File: config.mk
export PLATFORM = sky130hd
export DESIGN_NAME = afc_input_mode_autoconfig
export DESIGN_NICKNAME = d
export VERILOG_FILES = /design/src/afc_pkg.sv /design/src/afc_input_mode_autoconfig.sv
export VERILOG_INCLUDE_DIRS = /design/src
export SDC_FILE = /design/constraint.sdc
export NUM_CORES = 1
export LEC_CHECK = 0
export BUFFER_PORTS_ARGS = -buffer_cell sky130_fd_sc_hd__clkbuf_2
export CORE_AREA = 2 2 83 124
export DETAILED_ROUTE_END_ITERATION = 8
export DIE_AREA = 0 0 85 126
export GPL_TIMING_DRIVEN = 0
export PLACE_DENSITY = 0.63
export SYNTH_ARGS = -nofsm -noshare
export SYNTH_HDL_FRONTEND = slang
export SYNTH_SLANG_ARGS = --single-unit
File: constraint.sdc
create_clock -name clk_sys -period 4.7 [get_ports clk_sys]
set_clock_uncertainty 0.15 [all_clocks]
set_input_delay 0.235 -clock clk_sys [delete_from_list [all_inputs] [get_ports clk_sys]]
set_output_delay 0.235 -clock clk_sys [all_outputs]
set_load 0.05 [all_outputs]
File: src/afc_defs.svh
// Constants for the front-end input mode auto-configuration register bank
// Summary of operation
// - Input format field bits 2:1: 00 composite, 01 Y/C, 10 Y/C/A, 11 component.
// - Writing the format field updates all dependent fields at once when enabled.
// - Software may overwrite any auto-set field; its value then stays.
// - Each new format write reapplies auto values, discarding earlier overrides.
// - Auto setup enabled after reset; suppressed while chip config bit 4 is 1.
// - Reset: format reads 00 and dependent fields hold composite values.
// - Alternate sampling bit 2 set for Y/C/A and component, else cleared.
// - In alternate mode second converter swaps channel 2 and 3 every sample.
// - Sag comp channel 3 only in component; channel 2 in Y/C/A and component.
// - Clamp enables for channels 3 and 2 set only in component mode.
// - Channel 3 amp pick set in composite and Y/C/A, cleared otherwise.
// - Channel 1 amp pick set only in composite mode.
// - Narrow band bits for channels 3 and 2 set only in component mode.
// - With auto setup on, streams route to converters by the format table.
// - Power control register powers down second converter and its amplifiers.
// - Without alternate sampling, channel pick bit statically selects channel 2 or 3.
`ifndef AFC_DEFS_SVH
`define AFC_DEFS_SVH
`define AFC_IDX_CHIP_MISC   14'h0102
`define AFC_IDX_FE_ONE      14'h0104
`define AFC_IDX_FE_TWO      14'h0105
`define AFC_IDX_FE_THREE    14'h0106
`define AFC_IDX_POWER_ONE   14'h0130
`define AFC_IDX_VMODE_TWO   14'h0401
`define AFC_BIT_CHAN_PICK   1
`define AFC_BIT_ALTERNATE   2
`define AFC_BIT_AUTO_DIS    4
`define AFC_BIT_SWAP        5
`define AFC_BIT_SAG_THREE   4
`define AFC_BIT_SAG_TWO     3
`define AFC_BIT_CLAMP_THREE 1
`define AFC_BIT_CLAMP_TWO   0
`define AFC_BIT_AMP_THREE   0
`define AFC_BIT_AMP_ONE     6
`define AFC_BIT_NB_THREE    5
`define AFC_BIT_NB_TWO      4
`define AFC_BIT_PD_CONV     0
`define AFC_BIT_PD_AMPS     1
`define AFC_MODE_HI         2
`define AFC_MODE_LO         1
`define AFC_RST_CHIP_MISC   8'h00
`define AFC_RST_FE_ONE      8'h40
`define AFC_RST_FE_TWO      8'h01
`define AFC_RST_FE_THREE    8'h00
`define AFC_RST_POWER_ONE   8'h00
`define AFC_RST_VMODE_TWO   8'h00
`define AFC_MASK_CHIP_MISC  8'h04
`define AFC_MASK_FE_ONE     8'h70
`define AFC_MASK_FE_TWO     8'h01
`define AFC_MASK_FE_THREE   8'h1B
`endif

File: src/afc_pkg.sv
// Types for the front-end input mode auto-configuration register bank
package afc_pkg;
  typedef enum logic [1:0] {
    AFC_MODE_CVBS = 2'h0,
    AFC_MODE_YC   = 2'h1,
    AFC_MODE_YCA  = 2'h2,
    AFC_MODE_YPP  = 2'h3
  } afc_mode_t;
  typedef enum logic [2:0] {
    AFC_STR_CVBS   = 3'h0,
    AFC_STR_LUMA   = 3'h1,
    AFC_STR_AUDIO  = 3'h2,
    AFC_STR_CHROMA = 3'h3,
    AFC_STR_CH_AUD = 3'h4,
    AFC_STR_PBPR   = 3'h5
  } afc_stream_t;
endpackage
File: src/afc_input_mode_autoconfig.sv
// Register bank with input mode auto-configuration of the analog front end
`timescale 1ns/1ps
`include "afc_defs.svh"
module afc_input_mode_autoconfig (
  input  wire logic                 clk_sys,
  input  wire logic                 reset,
  input  wire logic                 psel,
  input  wire logic                 penable,
  input  wire logic                 pwrite,
  input  wire logic [15:0]          paddr,
  input  wire logic [31:0]          pwdata,
  output logic                      pready,
  output logic [31:0]               prdata,
  output logic                      pslverr,
  output logic [7:0]                chipMiscCfg,
  output logic [7:0]                frontEndCtlOne,
  output logic [7:0]                frontEndCtlTwo,
  output logic [7:0]                frontEndCtlThree,
  output logic [7:0]                powerCtlOne,
  output logic [7:0]                videoModeCtlTwo,
  output logic                      secondConvChanThree,
  output logic                      secondConvPowerDown,
  output logic                      chromaAmpPowerDown,
  output afc_pkg::afc_stream_t      firstConvStream,
  output afc_pkg::afc_stream_t      secondConvStream
);

  // Auto values for one register under a given mode
  function automatic logic [7:0] autoChipMisc(
    input logic [1:0] mode
  );
    logic [7:0] v;
    v = 8'h00;
    v[`AFC_BIT_ALTERNATE] = mode[1];
    return v;
  endfunction

  function automatic logic [7:0] autoFeOne(
    input logic [1:0] mode
  );
    logic [7:0] v;
    v = 8'h00;
    v[`AFC_BIT_AMP_ONE]   = (mode == 2'h0);
    v[`AFC_BIT_NB_THREE]  = (mode == 2'h3);
    v[`AFC_BIT_NB_TWO]    = (mode == 2'h3);
    return v;
  endfunction

  function automatic logic [7:0] autoFeTwo(
    input logic [1:0] mode
  );
    logic [7:0] v;
    v = 8'h00;
    v[`AFC_BIT_AMP_THREE] = ~mode[0];
    return v;
  endfunction

  function automatic logic [7:0] autoFeThree(
    input logic [1:0] mode
  );
    logic [7:0] v;
    v = 8'h00;
    v[`AFC_BIT_SAG_THREE]   = (mode == 2'h3);
    v[`AFC_BIT_SAG_TWO]     = mode[1];
    v[`AFC_BIT_CLAMP_THREE] = (mode == 2'h3);
    v[`AFC_BIT_CLAMP_TWO]   = (mode == 2'h3);
    return v;
  endfunction

  // Next value of one register: write, auto merge, or hold
  function automatic logic [7:0] regNext(
    input logic [7:0] cur,
    input logic       wr,
    input logic [7:0] wdat,
    input logic       apply,
    input logic [7:0] mask,
    input logic [7:0] autoVal
  );
    logic [7:0] v;
    v = cur;
    if (wr) begin
      v = wdat;
    end else if (apply) begin
      v = (cur & ~mask) | (autoVal & mask);
    end
    return v;
  endfunction

  // Stream routing, first converter in the upper three bits
  function automatic logic [5:0] routeFor(
    input logic [1:0] mode
  );
    logic [5:0] v;
    case (mode)
      2'h0: v = {afc_pkg::AFC_STR_CVBS, afc_pkg::AFC_STR_AUDIO};
      2'h1: v = {afc_pkg::AFC_STR_LUMA, afc_pkg::AFC_STR_CHROMA};
      2'h2: v = {afc_pkg::AFC_STR_LUMA, afc_pkg::AFC_STR_CH_AUD};
      2'h3: v = {afc_pkg::AFC_STR_LUMA, afc_pkg::AFC_STR_PBPR};
      default: v = {afc_pkg::AFC_STR_CVBS, afc_pkg::AFC_STR_AUDIO};
    endcase
    return v;
  endfunction

  logic [7:0]  chipMisc_reg;
  logic [7:0]  chipMisc_next;
  logic [7:0]  feOne_reg;
  logic [7:0]  feOne_next;
  logic [7:0]  feTwo_reg;
  logic [7:0]  feTwo_next;
  logic [7:0]  feThree_reg;
  logic [7:0]  feThree_next;
  logic [7:0]  powerOne_reg;
  logic [7:0]  powerOne_next;
  logic [7:0]  vmodeTwo_reg;
  logic [7:0]  vmodeTwo_next;
  logic        pready_reg;
  logic        pready_next;
  logic [31:0] prdata_reg;
  logic [31:0] prdata_next;
  logic        pslverr_reg;
  logic        pslverr_next;
  logic        chanThree_reg;
  logic        chanThree_next;
  logic [5:0]  route_reg;
  logic [5:0]  route_next;

  // Address decode
  wire logic [13:0] regIndex;
  wire logic        aligned;
  wire logic        hitChip;
  wire logic        hitFeOne;
  wire logic        hitFeTwo;
  wire logic        hitFeThree;
  wire logic        hitPower;
  wire logic        hitVmode;
  wire logic        mapped;
  wire logic        access;
  wire logic        commit;
  wire logic        wrCommit;
  wire logic [7:0]  wdat;
  wire logic [7:0]  readByte;
  wire logic        autoOn;
  wire logic        applyAuto;
  wire logic [1:0]  newMode;
  wire logic [1:0]  curMode;
  wire logic [5:0]  autoRoute;
  wire logic [5:0]  swapRoute;

  assign regIndex   = paddr[15:2];
  assign aligned    = (paddr[1:0] == 2'h0);
  assign hitChip    = aligned && (regIndex == `AFC_IDX_CHIP_MISC);
  assign hitFeOne   = aligned && (regIndex == `AFC_IDX_FE_ONE);
  assign hitFeTwo   = aligned && (regIndex == `AFC_IDX_FE_TWO);
  assign hitFeThree = aligned && (regIndex == `AFC_IDX_FE_THREE);
  assign hitPower   = aligned && (regIndex == `AFC_IDX_POWER_ONE);
  assign hitVmode   = aligned && (regIndex == `AFC_IDX_VMODE_TWO);
  assign mapped     = hitChip | hitFeOne | hitFeTwo | hitFeThree
                    | hitPower | hitVmode;

  // One wait state; writes land only on the edge that completes the transfer
  assign access   = psel & penable;
  assign commit   = access & pready_reg;
  assign wrCommit = commit & pwrite & mapped;
  assign wdat     = pwdata[7:0];

  // Upper 24 bits of every register read as zero
  assign readByte = hitChip    ? chipMisc_reg :
                    hitFeOne   ? feOne_reg    :
                    hitFeTwo   ? feTwo_reg    :
                    hitFeThree ? feThree_reg  :
                    hitPower   ? powerOne_reg :
                    hitVmode   ? vmodeTwo_reg : 8'h00;

  assign autoOn    = ~chipMisc_reg[`AFC_BIT_AUTO_DIS];
  assign applyAuto = wrCommit & hitVmode & autoOn;
  assign newMode   = wdat[`AFC_MODE_HI:`AFC_MODE_LO];
  assign curMode   = vmodeTwo_reg[`AFC_MODE_HI:`AFC_MODE_LO];

  assign pready_next  = access & ~pready_reg;
  assign pslverr_next = access & ~pready_reg & ~mapped;
  assign prdata_next  = (access & ~pready_reg & ~pwrite)
                        ? {24'h000000, readByte} : prdata_reg;

  // Auto fields follow in the same edge as the format write
  assign chipMisc_next = regNext(chipMisc_reg, wrCommit & hitChip, wdat,
                                 applyAuto, `AFC_MASK_CHIP_MISC,
                                 autoChipMisc(newMode));
  assign feOne_next    = regNext(feOne_reg, wrCommit & hitFeOne, wdat,
                                 applyAuto, `AFC_MASK_FE_ONE,
                                 autoFeOne(newMode));
  assign feTwo_next    = regNext(feTwo_reg, wrCommit & hitFeTwo, wdat,
                                 applyAuto, `AFC_MASK_FE_TWO,
                                 autoFeTwo(newMode));
  assign feThree_next  = regNext(feThree_reg, wrCommit & hitFeThree, wdat,
                                 applyAuto, `AFC_MASK_FE_THREE,
                                 autoFeThree(newMode));
  assign powerOne_next = regNext(powerOne_reg, wrCommit & hitPower, wdat,
                                 1'b0, 8'h00, 8'h00);
  assign vmodeTwo_next = regNext(vmodeTwo_reg, wrCommit & hitVmode, wdat,
                                 1'b0, 8'h00, 8'h00);

  // Channel pick toggles every sample clock in alternate mode
  assign chanThree_next = chipMisc_reg[`AFC_BIT_ALTERNATE]
                          ? ~chanThree_reg
                          : chipMisc_reg[`AFC_BIT_CHAN_PICK];

  // Swap honoured only with auto setup off, else the table is imposed
  assign autoRoute  = routeFor(curMode);
  assign swapRoute  = {autoRoute[2:0], autoRoute[5:3]};
  assign route_next = (~autoOn & chipMisc_reg[`AFC_BIT_SWAP])
                      ? swapRoute : autoRoute;

  always_ff @(posedge clk_sys) begin
    if (reset) begin
      chipMisc_reg <= `AFC_RST_CHIP_MISC;
      feOne_reg    <= `AFC_RST_FE_ONE;
      feTwo_reg    <= `AFC_RST_FE_TWO;
      feThree_reg  <= `AFC_RST_FE_THREE;
      powerOne_reg <= `AFC_RST_POWER_ONE;
      vmodeTwo_reg <= `AFC_RST_VMODE_TWO;
    end else begin
      chipMisc_reg <= chipMisc_next;
      feOne_reg    <= feOne_next;
      feTwo_reg    <= feTwo_next;
      feThree_reg  <= feThree_next;
      powerOne_reg <= powerOne_next;
      vmodeTwo_reg <= vmodeTwo_next;
    end
  end

  always_ff @(posedge clk_sys) begin
    if (reset) begin
      pready_reg  <= 1'b0;
      pslverr_reg <= 1'b0;
      prdata_reg  <= 32'h00000000;
    end else begin
      pready_reg  <= pready_next;
      pslverr_reg <= pslverr_next;
      prdata_reg  <= prdata_next;
    end
  end

  always_ff @(posedge clk_sys) begin
    if (reset) begin
      chanThree_reg <= 1'b0;
      route_reg     <= {afc_pkg::AFC_STR_CVBS, afc_pkg::AFC_STR_AUDIO};
    end else begin
      chanThree_reg <= chanThree_next;
      route_reg     <= route_next;
    end
  end

  assign pready              = pready_reg;
  assign pslverr             = pslverr_reg;
  assign prdata              = prdata_reg;
  assign chipMiscCfg         = chipMisc_reg;
  assign frontEndCtlOne      = feOne_reg;
  assign frontEndCtlTwo      = feTwo_reg;
  assign frontEndCtlThree    = feThree_reg;
  assign powerCtlOne         = powerOne_reg;
  assign videoModeCtlTwo     = vmodeTwo_reg;
  assign secondConvChanThree = chanThree_reg;
  assign secondConvPowerDown = powerOne_reg[`AFC_BIT_PD_CONV];
  assign chromaAmpPowerDown  = powerOne_reg[`AFC_BIT_PD_AMPS];
  assign firstConvStream     = afc_pkg::afc_stream_t'(route_reg[5:3]);
  assign secondConvStream    = afc_pkg::afc_stream_t'(route_reg[2:0]);

endmodule

# After elaboration in Yosys (flattened, before gate mapping)
# Index checks and enable logic that the tools add are counted.
dict set report op_classes {
  muxes 17
  eq_ne 10
  bitwise 30
  n_reduce_logical 13
}
# op n
set ops {}
lappend ops {{$mux 8} 14}
lappend ops {{$eq 14x9->1 const B} 5}
lappend ops {{$pmux 6 s4} 1}
lappend ops {{$and 1x1->1} 15}
lappend ops {{$eq 14x11->1 const B} 1}
lappend ops {{$or 8x1->8} 1}
lappend ops {{$or 8x3->8} 1}
lappend ops {{$or 8x5->8} 1}
lappend ops {{$or 8x7->8} 1}
lappend ops {{$reduce_bool 2->1} 4}
lappend ops {{$eq 2x2->1 const B} 3}
lappend ops {{$logic_and 1x1->1} 6}
lappend ops {{$logic_not 2->1} 3}
lappend ops {{$mux 6} 1}
lappend ops {{$not 1->1} 6}
lappend ops {{$or 1x1->1} 5}
lappend ops {{$eq 2x1->1 const B} 1}
lappend ops {{$mux 1} 1}
dict set report totals {
  ff_bits 65
  out_inout_bits 91
}

# Logic depth before layout (Yosys ltp)
dict set report logic_depth {
  depth_word 12
  depth_mapped 8
  depth_no_buf 5
}

# Worst setup path after synthesis
# Ideal clock, no wire load.
dict set report synth_path {
  kind {reg2reg}
  startpoint {register pready_reg (netlist: pready)}
  endpoint {register feOne_reg[6] (netlist: frontEndCtlOne[6])}
  t_arrival_ps 2128
  path_buffers 1
  stages_incl_launch_ff 7
  setup_slack_ps 2298
  cell_sequence {dfxtp_1 -> nand4_2 -> or2_2 -> or2_0 -> clkbuf_1 -> a221oi_1 -> o21bai_1}
}
dict set report synth_via {
  elab_chain_len 6
  elab_cells_between_ends 8
}
# item line
set synth_rtl {}
lappend synth_rtl {{from (decl)} afc_input_mode_autoconfig.sv:116} ;# logic pready_reg;
lappend synth_rtl {{from (signal assigned)} afc_input_mode_autoconfig.sv:237} ;# pready_reg <= pready_next;
lappend synth_rtl {{$and 1x1->1 *} afc_input_mode_autoconfig.sv:162} ;# assign commit = access & pready_reg;
lappend synth_rtl {{$and 1x1->1 * (2 in series)} afc_input_mode_autoconfig.sv:163} ;# assign wrCommit = commit & pwrite & mapped;
lappend synth_rtl {{$and 1x1->1 (2 in series)} afc_input_mode_autoconfig.sv:175} ;# assign applyAuto = wrCommit & hitVmode & autoOn;
lappend synth_rtl {{$reduce_bool 2->1 (no line)} n/a}
lappend synth_rtl {{to (signal assigned)} afc_input_mode_autoconfig.sv:216} ;# feOne_reg <= `AFC_RST_FE_ONE;
lappend synth_rtl {{to (signal assigned)} afc_input_mode_autoconfig.sv:223} ;# feOne_reg <= feOne_next;
lappend synth_rtl {{to (decl)} afc_input_mode_autoconfig.sv:106} ;# logic [7:0] feOne_reg;
# Mark *: on every way between the ends. The rest lies on a longest branch, timed or not.
# A chain may end at the register's enable or synchronous reset.

# Worst setup path in the final report
dict set report layout_path {
  startpoint {register pready_reg (netlist: pready)}
  endpoint {register feThree_reg[0] (netlist: frontEndCtlThree[0])}
}
dict set report layout_via {
  elab_chain_len 6
  elab_cells_between_ends 8
}
# item line
set layout_rtl {}
lappend layout_rtl {{$and 1x1->1 *} afc_input_mode_autoconfig.sv:162}
lappend layout_rtl {{$and 1x1->1 * (2 in series)} afc_input_mode_autoconfig.sv:163}
lappend layout_rtl {{$and 1x1->1 (2 in series)} afc_input_mode_autoconfig.sv:175}
lappend layout_rtl {{$reduce_bool 2->1 (no line)} n/a}
lappend layout_rtl {{to (signal assigned)} afc_input_mode_autoconfig.sv:218} ;# feThree_reg <= `AFC_RST_FE_THREE;
lappend layout_rtl {{to (signal assigned)} afc_input_mode_autoconfig.sv:225} ;# feThree_reg <= feThree_next;
lappend layout_rtl {{to (decl)} afc_input_mode_autoconfig.sv:110} ;# logic [7:0] feThree_reg;
# Marks and branches as above.

==> metrics.txt <==
H-tree Lvls 3; CTS Buf Count 9; setup TNS 0 ns; initial antenna violation count 0; sequential share of the synthesized area 39.39%; fin crit period between 2 and 2.5 ns; share of total power in combinational logic 10.3%; Core ar. just under 10000 um^2; hold slack final 0.05243 ns; post-synth top area cell dfxtp_1; Pleak 1.819 nW; Post-CTS Setup Inserts 0; P&R area growth vs syn 28.90%; GRT Residual Overflow 0; first-pass GRT wire length 16040 um; Worst-Margin Slew 0.9450 ns; routability cong. just over 0.9; worst-path maximum fanout 7; Hold Crit Class in -> reg; Setup WS pre-CTS 2.235 ns; DP Area 3984 um^2; first-pass iteration count of the detailed router 5; # nets final ~540; max-capacitance violation count 0; buffer depth of the longest clock path 2; fin util 44.19%; fraction of registers with async set/reset 0%; DR iter-0 viols roughly 180; Pins Over Slew Limit 0; sw frac 24.59%; DP Wirelength around 8100 um; Port Buffer Count 90; top_reg_cell synth dfxtp_1; clk sinks between 60 and 70; most frequent cells in the layout 90 x clkbuf_2, 65 x dfxtp_1, 43 x nor2_1; Syn Area/Cell approximately 9.2 um^2; die area around 11000 um^2; dpl cells a little under 600; Clock Power Share between 40% and 50%; gr usage total 19.54%; Finished Cell Area 4258 um^2; layout cells sized above 1 a little under a third; ANT nets after route 0; WP data required between 4 and 5 ns; Post-Route WL between 10000 and 15000 um; post_cts resized 0; largest net degree at the start of global routing 11; num rows 44; internal power around 970 uW; CP Launch Type register; # diodes 0; clock insertion delay at the later pin of the skew report about 0.33 ns; CTS Hold Bufs 1; WL/cell between 15 and 20 um; Worst Path Class, Setup reg -> reg; Flop pwr share around 43%; RSZ-0062 raised after global routing false; io pins ~140; Post-synth EDFFs 0; overall power between 1 and 1.5 mW; post-route insts no fill roughly 600; Final Hold Viols 0; vias in the first global route a little under 3000; slew margin rel. about 36%; max frequency approximately 0.42 GHz; vias per cell between 5 and 6; Final setup viols 0; Clock transition at path regs 0.05 ns; P_sw about 320 uW; crit path DAT roughly 2.5 ns; CTS root buffer clkbuf_16; Initial Util 34.29%; period utilisation layout between 50% and 60%; Distinct cells, synth between 50 and 60; Yosys warnings 0; P per Cell Area slightly above 300 nW/um^2; Mapped Cells around 360; Via Count around 3200; fin worst setup slack ~2.3 ns; DRC 0; die width between 80 and 90 um; Worst Setup End Kind register; top cell type's share of synthesized area about two fifths; FF+latch count, synth 65; CTS tree done; Die Ht around 130 um; status finished, final reports clean; most common cell after layout, fill and taps aside clkbuf_2; synthesized area ~3300 um^2; worst vdd ir roughly 190 uV; largest cells by area after synthesis dfxtp_1 39%, mux2i_1 11%, buf_4 6.6%
kinds of logic after synthesis:
family / count (synthesis) / synth area share [%]
and+or+nand+nor: 131 / 23.37
muxes: 41 / 12.58
buffers and inverters: 49 / 10.68
other: 1 / 0.1135
DFF: 65 / 39.39
AOI/OAI and AO/OA: 72 / 13.86
power groups by stage:
stage	clock network [mW]	registers [mW]	logic (mW)
floorplan	0	0.569	0.0925
global placement	0	0.565	0.130
detailed placement	0	0.565	0.131
CTS	0.610	0.554	0.132
global route	0.629	0.553	0.140
finish	0.603	0.554	0.133
cell usage after synthesis (all sizes together), types with 2 or more instances:
cell type   n
buf        32
a221oi      4
nand2b      4
and3        4
a22oi       5
nor2       43
or4bb       2
inv         2
a21o        3
o21ai      12
o21bai      2
and4        3
or4         4
nor4        8
dfxtp      65
mux2i      37
nand2      25
mux2        4
a32o        3
o22ai       3
nand4       4
nor3       13
clkbuf     13
nor2b       3
nand3       9
a21oi      27
a211oi      6
or2         2
per-layer routing:
metal  global-route usage (%)  part of all wire, %  vias to the layer above
met5                        0                    0                        -
met3                    3.539                  7.0                       27
met2                    34.42                   52                      156
met4                    10.83                  3.2                        0
li1                         -                    -                     1497
met1                    21.76                   38                     1474
final cells by class:
type | count | area, um^2
Fill cell | 982 | 5376
Sequential cell | 65 | 1301
Inverter | 2 | 7.507
Multi-Input combinational cell | 268 | 1735
Buffer | 47 | 345.3
Tap cell | 115 | 143.9
Timing Repair Buffer | 91 | 460.4
Clock buffer | 14 | 264.0
path summary, 6_finish.rpt:
check / from / end / slack [ns] / cells after the start
setup / recovery: pready$_SDFF_PP0_ / frontEndCtlThree[0]$_SDFFE_PP0P_ / 2.34 / 5
hold / removal: pwdata[1] / frontEndCtlOne[1]$_SDFFE_PP0P_ / 0.05 / 3
setup reg to reg: pready$_SDFF_PP0_ / frontEndCtlThree[0]$_SDFFE_PP0P_ / 2.34 / 5
hold reg to reg: secondConvChanThree$_SDFF_PP0_ / secondConvChanThree$_SDFF_PP0_ / 0.29 / 1
critical path, cell delays in order (launching register included):
cell	delay, ns
dfxtp_1	0.43
nand4_2	0.32
or2_2	0.42
nor3_1	0.61
a21oi_1	0.09
a211oi_1	0.25
No activity file was read; power rests on OpenSTA's default activity.
